## src/hw/sbc_defines.svh

```systemverilog
// Offsets, field positions, reset values and timing counts of the serial bus control block
`ifndef SBC_DEFINES_SVH
`define SBC_DEFINES_SVH

`define SBC_ADDR_W          8
`define SBC_ADDR_CTRL_ONE   8'h00
`define SBC_ADDR_CTRL_TWO   8'h04
`define SBC_ADDR_DATA       8'h08
`define SBC_ADDR_IRQ_STAT   8'h0C
`define SBC_ADDR_IRQ_MASK   8'h10

// Control one fields
`define SBC_C1_BC_HI        7
`define SBC_C1_BC_LO        5
`define SBC_C1_ACK          4
`define SBC_C1_ONE          3
`define SBC_C1_SCK_HI       2
`define SBC_C1_SCK_LO       0
`define SBC_C1_BC_RST       3'h0
`define SBC_C1_ACK_RST      1'h0
`define SBC_C1_SCK_RST      3'h0

// Control two fields
`define SBC_C2_MST          7
`define SBC_C2_TRX          6
`define SBC_C2_BB           5
`define SBC_C2_PIN          4
`define SBC_C2_MODE_HI      3
`define SBC_C2_MODE_LO      2
`define SBC_C2_SWR_HI       1
`define SBC_C2_SWR_LO       0
`define SBC_C2_RST          8'h10

// Mode and reset codes
`define SBC_MODE_PORT       2'h0
`define SBC_MODE_SIO        2'h1
`define SBC_MODE_I2C        2'h2
`define SBC_SWR_FIRST       2'h2
`define SBC_SWR_SECOND      2'h1

// Interrupt status bits
`define SBC_IRQ_N           2
`define SBC_IRQ_DONE        0
`define SBC_IRQ_SRST        1

// Timing
`define SBC_CLK_NS          8
`define SBC_SOFT_RST_NS     40
`define SBC_SOFT_RST_CYC    ((`SBC_SOFT_RST_NS + `SBC_CLK_NS - 1) / `SBC_CLK_NS)
`define SBC_QUARTER_BASE    16

`endif

```

## src/hw/sbc_pkg.sv

```systemverilog
// Types shared by the serial bus control block
`default_nettype none
package sbc_pkg;

  typedef enum logic [3:0] {
    ST_IDLE,
    ST_RSTART,
    ST_START_A,
    ST_START_B,
    ST_LOW,
    ST_HIGH,
    ST_STOP_A,
    ST_STOP_B,
    ST_STOP_C
  } sbc_state_t;

  typedef struct packed {
    logic [2:0] bit_count_select;
    logic       ack_en;
    logic [2:0] sck;
  } sbc_ctrl_one_t;

  typedef struct packed {
    logic       master_select;
    logic       transmit_select;
    logic [1:0] interface_mode_select;
  } sbc_ctrl_two_t;

endpackage
`default_nettype wire

```

## src/hw/sbc_sync3.sv

```systemverilog
// Three-stage input synchroniser with agreement filter
`default_nettype none
module sbc_sync3 #(
  parameter int W = 2
) (
  input  wire logic         clk_sys_i,
  input  wire logic         rst_n_i,
  input  wire logic [W-1:0] async_i,
  output logic      [W-1:0] sync_o
);
  logic [W-1:0] stage1;
  logic [W-1:0] stage2;
  logic [W-1:0] stage3;
  wire  [W-1:0] agree = ~(stage2 ^ stage3);
  wire  [W-1:0] next_sync = (agree & stage3) | (~agree & sync_o);

  // Idle bus level is high, so reset to ones
  always_ff @(posedge clk_sys_i or negedge rst_n_i)
  begin
    if (!rst_n_i)
    begin
      stage1 <= {W{1'b1}};
      stage2 <= {W{1'b1}};
      stage3 <= {W{1'b1}};
      sync_o <= {W{1'b1}};
    end
    else
    begin
      stage1 <= async_i;
      stage2 <= stage1;
      stage3 <= stage2;
      sync_o <= next_sync;
    end
  end
endmodule // sbc_sync3
`default_nettype wire

```

## src/hw/sbc_irq.sv

```systemverilog
// Sticky interrupt status, mask and level output
`default_nettype none
module sbc_irq #(
  parameter int N = 2
) (
  input  wire logic         clk_sys_i,
  input  wire logic         rst_n_i,
  input  wire logic [N-1:0] event_i,
  input  wire logic         clr_wr_i,
  input  wire logic         mask_wr_i,
  input  wire logic [N-1:0] wdata_i,
  output logic      [N-1:0] status_o,
  output logic      [N-1:0] mask_o,
  output logic              irq_o
);
  // Set beats a same-cycle write-one clear
  wire [N-1:0] clr_bits    = clr_wr_i ? wdata_i : {N{1'b0}};
  wire [N-1:0] next_status = (status_o & ~clr_bits) | event_i;

  always_ff @(posedge clk_sys_i or negedge rst_n_i)
  begin
    if (!rst_n_i)
    begin
      status_o <= {N{1'b0}};
      mask_o   <= {N{1'b0}};
      irq_o    <= 1'b0;
    end
    else
    begin
      status_o <= next_status;
      if (mask_wr_i)
      begin
        mask_o <= wdata_i;
      end
      irq_o <= |(next_status & (mask_wr_i ? wdata_i : mask_o));
    end
  end
endmodule // sbc_irq
`default_nettype wire

```

## src/hw/sbc_top.sv

```systemverilog
// Serial bus control fields with transfer engine and register port
//
// Contract
// Reset monitor bit reads 0 during software reset, 1 otherwise.
// Bit count 000 means 8 bits; clocks are length plus optional ack.
// Software clears bit count before entering SIO mode.
// Shared bit 0 reads 1 after reset; 0 as clock select in SIO.
// Clock frequency selection starts at code 000 after reset.
// Multi-master software uses bit count of two or more before stop.
// Writing 1 clears pending transfer interrupt; 0 does nothing; resets 1 (pending here resets to 0).
// Software reset happens only after code 10 then code 01.
// Mode field: 00 port, 01 SIO, 10 I2C, 11 reserved.
// Start/stop bit written 1 makes start, written 0 makes stop.
// Software ensures bus free and lines high when changing modes.
// Master bit 1 master, 0 slave; transmit bit 1 tx; both reset 0.
//
// The address map and strobed register access were left to the implementer.
`include "sbc_defines.svh"
`default_nettype none
module sbc_top #(
  parameter int QUARTER_BASE = `SBC_QUARTER_BASE
) (
  input  wire logic                   clk_sys_i,
  input  wire logic                   rst_n_i,
  input  wire logic [`SBC_ADDR_W-1:0] addr_i,
  input  wire logic [31:0]            wdata_i,
  input  wire logic                   wr_i,
  input  wire logic                   rd_i,
  output logic      [31:0]            rdata_o,
  output logic                        irq_o,
  output logic                        transfer_interrupt_o,
  input  wire logic                   scl_i,
  output logic                        scl_o,
  output logic                        scl_oe_o,
  input  wire logic                   sda_i,
  output logic                        sda_o,
  output logic                        sda_oe_o
);
  localparam logic [3:0] SRST_CYC = 4'(`SBC_SOFT_RST_CYC);

  function automatic logic [3:0] sbc_data_len(input logic [2:0] bc);
    sbc_data_len = (bc == 3'h0) ? 4'h8 : {1'b0, bc};
  endfunction

  sbc_pkg::sbc_ctrl_one_t ctrl_one;
  sbc_pkg::sbc_ctrl_two_t ctrl_two;
  sbc_pkg::sbc_state_t    state;
  sbc_pkg::sbc_state_t    next_state;
  logic [7:0]  shreg;
  logic [3:0]  bits_left;
  logic        ack_bit;
  logic        bus_owned;
  logic        pending;
  logic        swr_armed;
  logic [3:0]  srst_cnt;
  logic [15:0] qcnt;
  logic        start_req;
  logic        stop_req;
  logic        go_req;
  logic [1:0]  lines_s;
  logic [`SBC_IRQ_N-1:0] irq_stat;
  logic [`SBC_IRQ_N-1:0] irq_mask;

  sbc_sync3 #(.W(2)) u_sync (
    .clk_sys_i (clk_sys_i),
    .rst_n_i   (rst_n_i),
    .async_i   ({scl_i, sda_i}),
    .sync_o    (lines_s)
  );
  wire scl_s = lines_s[1];
  wire sda_s = lines_s[0];

  // Register decode
  wire wr_one  = wr_i && (addr_i == `SBC_ADDR_CTRL_ONE);
  wire wr_two  = wr_i && (addr_i == `SBC_ADDR_CTRL_TWO);
  wire wr_data = wr_i && (addr_i == `SBC_ADDR_DATA);
  wire wr_stat = wr_i && (addr_i == `SBC_ADDR_IRQ_STAT);
  wire wr_mask = wr_i && (addr_i == `SBC_ADDR_IRQ_MASK);
  wire [1:0] swr_code = wdata_i[`SBC_C2_SWR_HI:`SBC_C2_SWR_LO];
  wire [1:0] mode     = ctrl_two.interface_mode_select;
  wire mode_i2c = (mode == `SBC_MODE_I2C);
  wire mode_sio = (mode == `SBC_MODE_SIO);
  wire mode_out = mode_i2c || mode_sio;   // Port and reserved drive nothing
  wire i2c_mst  = mode_i2c && ctrl_two.master_select;
  wire srst_fire = wr_two && swr_armed && (swr_code == `SBC_SWR_SECOND);
  wire srst_busy = (srst_cnt != 4'h0);
  wire srst_done = (srst_cnt == 4'h1);
  wire reset_monitor = !srst_busy;

  // Half-bit timebase (one SCL low or high phase), scaled by the clock select field
  wire [15:0] q_period = 16'(QUARTER_BASE) << ctrl_one.sck;
  wire        tick     = (qcnt >= q_period - 16'h1);
  wire        is_ack   = ctrl_one.ack_en && (bits_left == 4'h1);
  wire        done     = (state == sbc_pkg::ST_HIGH) && tick && scl_s && (bits_left == 4'h1);
  wire [3:0]  total    = sbc_data_len(ctrl_one.bit_count_select)
                       + {3'h0, ctrl_one.ack_en};

  // Line drive: open drain, enable means pull low
  logic drive_scl;
  logic drive_sda;
  always_comb
  begin
    drive_scl = 1'b0;
    drive_sda = 1'b0;
    case (state)
      sbc_pkg::ST_IDLE:    drive_scl = bus_owned;
      sbc_pkg::ST_RSTART:  drive_scl = 1'b0;
      sbc_pkg::ST_START_A: drive_sda = 1'b1;
      sbc_pkg::ST_START_B:
      begin
        drive_sda = 1'b1;
        drive_scl = 1'b1;
      end
      sbc_pkg::ST_LOW:
      begin
        drive_scl = 1'b1;
        drive_sda = is_ack ? !ctrl_two.transmit_select
                           : (ctrl_two.transmit_select && !shreg[7]);
      end
      sbc_pkg::ST_HIGH:
      begin
        drive_sda = is_ack ? !ctrl_two.transmit_select
                           : (ctrl_two.transmit_select && !shreg[7]);
      end
      sbc_pkg::ST_STOP_A:
      begin
        drive_scl = 1'b1;
        drive_sda = 1'b1;
      end
      sbc_pkg::ST_STOP_B:  drive_sda = 1'b1;
      sbc_pkg::ST_STOP_C:  drive_sda = 1'b0;
      default:
      begin
        drive_scl = 1'b0;
        drive_sda = 1'b0;
      end
    endcase
  end

  // Engine sequencing
  always_comb
  begin
    next_state = state;
    case (state)
      sbc_pkg::ST_IDLE:
      begin
        if (start_req && i2c_mst)
        begin
          next_state = bus_owned ? sbc_pkg::ST_RSTART : sbc_pkg::ST_START_A;
        end
        else if (stop_req && i2c_mst && bus_owned)
        begin
          next_state = sbc_pkg::ST_STOP_A;
        end
        else if (go_req && (mode_sio || (i2c_mst && bus_owned)))
        begin
          next_state = sbc_pkg::ST_LOW;
        end
      end
      sbc_pkg::ST_RSTART:  next_state = (tick && scl_s) ? sbc_pkg::ST_START_A : state;
      sbc_pkg::ST_START_A: next_state = tick ? sbc_pkg::ST_START_B : state;
      sbc_pkg::ST_START_B: next_state = tick ? sbc_pkg::ST_IDLE : state;
      sbc_pkg::ST_LOW:     next_state = tick ? sbc_pkg::ST_HIGH : state;
      // Waiting for SCL high honours a stretching slave
      sbc_pkg::ST_HIGH:
      begin
        if (tick && scl_s)
        begin
          next_state = (bits_left == 4'h1) ? sbc_pkg::ST_IDLE : sbc_pkg::ST_LOW;
        end
      end
      sbc_pkg::ST_STOP_A:  next_state = tick ? sbc_pkg::ST_STOP_B : state;
      sbc_pkg::ST_STOP_B:  next_state = (tick && scl_s) ? sbc_pkg::ST_STOP_C : state;
      sbc_pkg::ST_STOP_C:  next_state = tick ? sbc_pkg::ST_IDLE : state;
      default:             next_state = sbc_pkg::ST_IDLE;
    endcase
    if (!mode_out)
    begin
      next_state = sbc_pkg::ST_IDLE;
    end
  end

  always_ff @(posedge clk_sys_i or negedge rst_n_i)
  begin
    if (!rst_n_i)
    begin
      state     <= sbc_pkg::ST_IDLE;
      qcnt      <= 16'h0;
      bits_left <= 4'h0;
      shreg     <= 8'h00;
      ack_bit   <= 1'b1;
      bus_owned <= 1'b0;
    end
    else if (srst_busy)
    begin
      state     <= sbc_pkg::ST_IDLE;
      qcnt      <= 16'h0;
      bits_left <= 4'h0;
      shreg     <= 8'h00;
      ack_bit   <= 1'b1;
      bus_owned <= 1'b0;
    end
    else
    begin
      state <= next_state;
      qcnt  <= (state == sbc_pkg::ST_IDLE || tick) ? 16'h0 : qcnt + 16'h1;
      if (wr_data && state == sbc_pkg::ST_IDLE)
      begin
        shreg <= wdata_i[7:0];
      end
      if (state == sbc_pkg::ST_IDLE && next_state == sbc_pkg::ST_LOW)
      begin
        bits_left <= total;
      end
      if (state == sbc_pkg::ST_HIGH && tick && scl_s)
      begin
        bits_left <= bits_left - 4'h1;
        if (is_ack)
        begin
          ack_bit <= sda_s;
        end
        else
        begin
          shreg <= {shreg[6:0], sda_s};
        end
      end
      if (state == sbc_pkg::ST_START_B && tick)
      begin
        bus_owned <= 1'b1;
      end
      if ((state == sbc_pkg::ST_STOP_C && tick) || !mode_i2c)
      begin
        bus_owned <= 1'b0;
      end
    end
  end

  // Control registers and software reset
  always_ff @(posedge clk_sys_i or negedge rst_n_i)
  begin
    if (!rst_n_i)
    begin
      ctrl_one  <= '{`SBC_C1_BC_RST, `SBC_C1_ACK_RST, `SBC_C1_SCK_RST};
      ctrl_two  <= '{1'b0, 1'b0, `SBC_MODE_PORT};
      start_req <= 1'b0;
      stop_req  <= 1'b0;
      go_req    <= 1'b0;
      pending   <= 1'b0;
      swr_armed <= 1'b0;
      srst_cnt  <= 4'h0;
    end
    else
    begin
      start_req <= wr_two && wdata_i[`SBC_C2_BB];
      stop_req  <= wr_two && !wdata_i[`SBC_C2_BB] && bus_owned;
      go_req    <= wr_data;
      if (wr_one)
      begin
        ctrl_one <= '{wdata_i[`SBC_C1_BC_HI:`SBC_C1_BC_LO], wdata_i[`SBC_C1_ACK],
                      wdata_i[`SBC_C1_SCK_HI:`SBC_C1_SCK_LO]};
      end
      if (wr_two)
      begin
        ctrl_two <= '{wdata_i[`SBC_C2_MST], wdata_i[`SBC_C2_TRX],
                      wdata_i[`SBC_C2_MODE_HI:`SBC_C2_MODE_LO]};
        swr_armed <= (swr_code == `SBC_SWR_FIRST);
      end
      // Pending set wins over a same-cycle clear
      if (done)
      begin
        pending <= 1'b1;
      end
      else if (wr_two && wdata_i[`SBC_C2_PIN])
      begin
        pending <= 1'b0;
      end
      if (srst_fire)
      begin
        srst_cnt <= SRST_CYC;
      end
      else if (srst_busy)
      begin
        srst_cnt <= srst_cnt - 4'h1;
        ctrl_two <= '{1'b0, 1'b0, `SBC_MODE_PORT};
        pending  <= 1'b0;
      end
    end
  end

  sbc_irq #(.N(`SBC_IRQ_N)) u_irq (
    .clk_sys_i (clk_sys_i),
    .rst_n_i   (rst_n_i),
    .event_i   ({srst_done, done}),
    .clr_wr_i  (wr_stat),
    .mask_wr_i (wr_mask),
    .wdata_i   (wdata_i[`SBC_IRQ_N-1:0]),
    .status_o  (irq_stat),
    .mask_o    (irq_mask),
    .irq_o     (irq_o)
  );

  // Bit 0 shows the monitor, except in SIO where it is the clock select
  wire bit0 = mode_sio ? ctrl_one.sck[0] : reset_monitor;
  wire [31:0] rd_one  = {24'h0, ctrl_one.bit_count_select, ctrl_one.ack_en,
                         1'b1, ctrl_one.sck[2:1], bit0};
  wire [31:0] rd_two  = {24'h0, ctrl_two.master_select, ctrl_two.transmit_select,
                         bus_owned, pending, mode, ack_bit, (state != sbc_pkg::ST_IDLE)};
  wire [31:0] rd_mux  = (addr_i == `SBC_ADDR_CTRL_ONE) ? rd_one :
                        (addr_i == `SBC_ADDR_CTRL_TWO) ? rd_two :
                        (addr_i == `SBC_ADDR_DATA)     ? {24'h0, shreg} :
                        (addr_i == `SBC_ADDR_IRQ_STAT) ? {30'h0, irq_stat} :
                        (addr_i == `SBC_ADDR_IRQ_MASK) ? {30'h0, irq_mask} : 32'h0;

  always_ff @(posedge clk_sys_i or negedge rst_n_i)
  begin
    if (!rst_n_i)
    begin
      rdata_o              <= 32'h0;
      transfer_interrupt_o <= 1'b0;
      scl_o                <= 1'b0;
      sda_o                <= 1'b0;
      scl_oe_o             <= 1'b0;
      sda_oe_o             <= 1'b0;
    end
    else
    begin
      rdata_o              <= rd_i ? rd_mux : 32'h0;
      transfer_interrupt_o <= pending;
      scl_o                <= 1'b0;
      sda_o                <= 1'b0;
      scl_oe_o             <= drive_scl && mode_out;
      sda_oe_o             <= drive_sda && mode_out;
    end
  end
endmodule // sbc_top
`default_nettype wire

```

## config.mk

```make
export PLATFORM = sky130hd
export DESIGN_NAME = sbc_top
export DESIGN_NICKNAME = d
export VERILOG_FILES = /design/src/hw/sbc_pkg.sv /design/src/hw/sbc_sync3.sv /design/src/hw/sbc_irq.sv /design/src/hw/sbc_top.sv
export VERILOG_INCLUDE_DIRS = /design/src /design/src/hw
export SDC_FILE = /design/constraint.sdc
export NUM_CORES = 1
export LEC_CHECK = 0
export ABC_AREA = 1
export CAP_MARGIN = 20
export CELL_PAD_IN_SITES_DETAIL_PLACEMENT = 1
export CELL_PAD_IN_SITES_GLOBAL_PLACEMENT = 2
export CORE_ASPECT_RATIO = 0.9
export CORE_MARGIN = 8
export CORE_UTILIZATION = 25
export DETAILED_ROUTE_END_ITERATION = 10
export DONT_BUFFER_PORTS = 1
export PLACE_DENSITY_LB_ADDON = 0.08
export SLEW_MARGIN = 10
export SYNTH_ARGS = -nofsm -noshare
export SYNTH_HDL_FRONTEND = slang
export SYNTH_SLANG_ARGS = --single-unit
```

## constraint.sdc

```tcl
create_clock -name clk_sys_i -period 2.3 [get_ports clk_sys_i]
set_input_delay 0.23 -clock clk_sys_i [delete_from_list [all_inputs] [get_ports clk_sys_i]]
set_output_delay 0.23 -clock clk_sys_i [all_outputs]
set_load 0.02 [all_outputs]
```

==> impl_metrics.yaml <==
floorplanning:
  coreArea_um2: 16900
  start_util_pct: 25.7
  die_h_um: 141
  die_area_um2: 21900
  pin_count: 84
  die-width_um: 155
  num_rows: 45
synthesis:
  yosysWarnings: 0
  synth_edf_count: 0
  synth_seq_area_share_pct: 45.1
  synth-xor-area-share_pct: 1.61
  synth_cells: 514
  muxShareOfSynthArea_pct: 0
  synthTopCellsByArea: "dfrtp_1 (40%), nand2_1 (7.2%), inv_1 (5.5%), dfstp_2 (5.4%), ha_1 (4.9%)"
  synth.top_cell.area_share_pct: 39.7
  synth_ff_type: "dfrtp_1"
  synth_cell_types: 47
  synth_top_family_by_area: "simple AND/OR/NAND/NOR gates"
  synth_compound_area_share_pct: 12.3
  yosys.area_share.simple_pct: 23.3
  synthAdderAreaFrac_pct: 5.35
  synth_top_cell_by_area: "dfrtp_1"
  ys_ff_latch: 78
  synthArstFlopShare_pct: 100
  syn_area_um2: 4350
  avgSynthCellArea_um2: 8.47
cells_and_area:
  fin_util_pct: 30.1
  nNetsFinal: 606
  layout-drive-gt1-share_pct: 17.5
  stdcell_count: 783
  diodes: 0
  synthToLayoutAreaGrowth_pct: 17.2
worst_setup_path:
  crit_fanout: 5
  crit_type: "reg2reg"
  cpMaxStageDelayCell: "dfrtp_1"
  arrival_ns: 2.46
  slowest_delay_ns: 0.44
  crit_required_ns: 2.54
  cp_cell_sequence: "nor3_2, ha_1, nand2_1, nor2_2, nand2_1, nand3_2, nand2_2, nand2_4, nand3_4, clkinv_4, nand2_4, nand3_2, nand2_2, nor2_4, nand2_4, nand2_4, nand2_1, nand2_1"
  end_kind: "flip-flop"
  start_kind: "flip-flop"
global_routing:
  grt_pass1_wl_mm: 20.1
  antenna_found_initial: 0
  grt_overflow: 0
  grt_max_degree: 79
  grt_pass1_vias: 3554
  grt_util_all_layers_pct: 11.9
clock_network:
  clk_path_buf_depth: 2
  path_clk_slew_ns: 0.07
  clk_latency_ns: 0.35
  cts_sinks: 78
  cts_root_buffer: "clkbuf_16"
  cts_tree: "yes"
  htree_num_levels: 3
  cts_buffers: 9
timing:
  fin_crit_ns: 2.22
  drv_slew: 0
  skew_ns: 0.0115
  grt_setup_unrepaired: "yes"
  max_clock_freq_mhz: 451
  worstMarginPinSlew_ns: 0.504
  relSlewSlack_pct: 66.4
  hold_viol: 0
  period_share_pct: 96.5
  timing.hold.ws_ns: 0.0622
  setup_viol: 0
pwr:
  p_leak_nw: 2.38
  ir_worst_vdd_uv: 312
  powerDensity_nw_per_um2: 682
worst_hold_path:
  hold_path_class: "in2reg"
place:
  dp_hpwl_mm: 9.41
  port_buffers: 0
  post-place-cells: 755
  routabilityCongestion: 0.746
detailed_routing:
  wirelength_mm: 12.4
  firstDrtPassIters: 4
  viasPerCell: 4.28
  num_vias: 3349
  post-route-drc-count: 0
  dr.first_iter.drc_count: 205
  wire_per_inst_um: 15.8
  antenna_left: 0
run_status:
  status: "finished, final reports clean"
flow_run:
  maxCapViolCount: 0
[final timing paths]
kind	startpoint	to	slack (ns)	cells after the start
min	rd_i	rdata_o[3]$_DFF_PN0_	0.06	2
min in group asynchronous	rst_n_i	qcnt[1]$_DFF_PN0_	0.46	2
max in group asynchronous	rst_n_i	asynchronous set/reset pin	1.48	2
max reg2reg	ctrl_one[0]$_DFFE_PN0P_	bits_left[2]$_DFFE_PN0P_	0.08	18
min reg2reg	u_sync.stage1[0]$_DFF_PN1_	u_sync.stage2[0]$_DFF_PN1_	0.36	0
max	ctrl_one[0]$_DFFE_PN0P_	bits_left[2]$_DFFE_PN0P_	0.08	18
[cell usage in the layout, fill, tap and decap left out, types with 6 or more instances in the layout]
| cell | synthesis | layout |
|---|---|---|
| a211oi_1 | 6 | 6 |
| a21oi_1 | 25 | 24 |
| buf_4 | 26 | 19 |
| clkbuf_16 | 0 | 9 |
| conb_1 | 2 | 30 |
| dfrtp_1 | 69 | 67 |
| dfstp_2 | 9 | 9 |
| dlygate4sd3_1 | 0 | 6 |
| ha_1 | 17 | 16 |
| inv_1 | 64 | 64 |
| inv_2 | 8 | 8 |
| nand2_1 | 84 | 79 |
| nand2_2 | 6 | 8 |
| nand2_4 | 3 | 6 |
| nand3_1 | 28 | 27 |
| nand4_1 | 7 | 7 |
| nor2_1 | 43 | 43 |
| nor2_2 | 9 | 9 |
| nor3b_1 | 6 | 6 |
| o21ai_0 | 29 | 28 |
| o21ai_1 | 10 | 11 |
[per-layer routing]
layer	vias to the layer above	wire (um)	GRT usage [%]
li1	1677	-	-
met1	1622	6240	16.0
met2	39	5610	18.5
met3	11	382	3.02
met4	0	155	3.71
met5	-	0	0
[what timing repair did]
| action | in CTS | in global routing |
|---|---|---|
| gates resized for setup | 2 | 14 |
| pin swaps | 0 | 7 |
| setup buffers | 0 | 5 |
| endpoints found under the hold margin | 83 | 0 |
| endpoints found under the setup margin | 4 | 7 |
| hold buffers | 7 | 0 |
[worst max-delay path: cells and delay by family, from the launching register on]
family / cells / cell delay, ns
buffers and inverters: 1 / 0.08
AND/OR/NAND/NOR: 16 / 1.34
flip-flops: 1 / 0.44
adder cells (fa/ha/maj): 1 / 0.25
[registers in the layout, summed over array words and instances (netlist names), 2 cells and up, named ones only]
| signal | cells |
|---|---|
| u_sync.stage1 | 2 |
| state | 4 |
| shreg | 8 |
| rdata_o | 8 |
| u_sync.stage3 | 2 |
| mode | 2 |
| srst_cnt | 4 |
| qcnt | 16 |
| u_irq.mask_o | 2 |
| bits_left | 4 |
| u_sync.stage2 | 2 |
| u_irq.status_o | 2 |
| ctrl_two | 2 |
| ctrl_one | 7 |
[cells in the mapped netlist, types with 5 or more instances]
cell type,instances
nand2_1,84
dfrtp_1,69
inv_1,64
nor2_1,43
o21ai_0,29
nand3_1,28
buf_4,26
a21oi_1,25
ha_1,17
o21ai_1,10
dfstp_2,9
nor2_2,9
inv_2,8
nand4_1,7
a211oi_1,6
clkbuf_1,6
nand2_2,6
nor3_1,6
nor3b_1,6
xor2_1,5
[final cells by class]
type                            count  area [um2]
Fill cell                        1995       11800
Multi-Input combinational cell    354        2020
Sequential cell                    78        1970
Tap cell                          235         294
Inverter                           73         279
Clock buffer                       11         243
Timing Repair Buffer               27         241
Clock inverter                      5        58.8
[power by group]
part | leakage [nW] | internal (mW) | switching, mW | total, mW
Combinational | 1.20 | 0.161 | 0.338 | 0.499
Clock | 0.142 | 0.871 | 0.606 | 1.48
Sequential | 1.03 | 1.45 | 0.0514 | 1.50
[logic make-up (layout without fill, tap and decap cells)]
| group | Yosys count | count (layout) |
|---|---|---|
| AND/OR/NAND/NOR | 206 | 206 |
| buffers and inverters | 110 | 116 |
| AO/OA/AOI/OAI | 91 | 91 |
| flip-flops | 78 | 78 |
| adder cells (fa/ha/maj) | 19 | 19 |
| XOR/XNOR | 8 | 8 |
| other | 2 | 30 |
[metrics by stage]
stage	setup TNS (ns)	area (um2)	worst slack [ns]	power (mW)
2_1_floorplan	0	4460	0.212	1.87
3_3_place_gp	0	4610	0.0208	1.98
3_5_place_dp	-0.0535	4610	-0.0182	1.98
4_1_cts	0	5010	0.00300	3.54
5_1_grt	-0.573	5100	-0.119	3.66
6_report	0	5100	0.0813	3.48
Power figures use the tool's default switching activity.
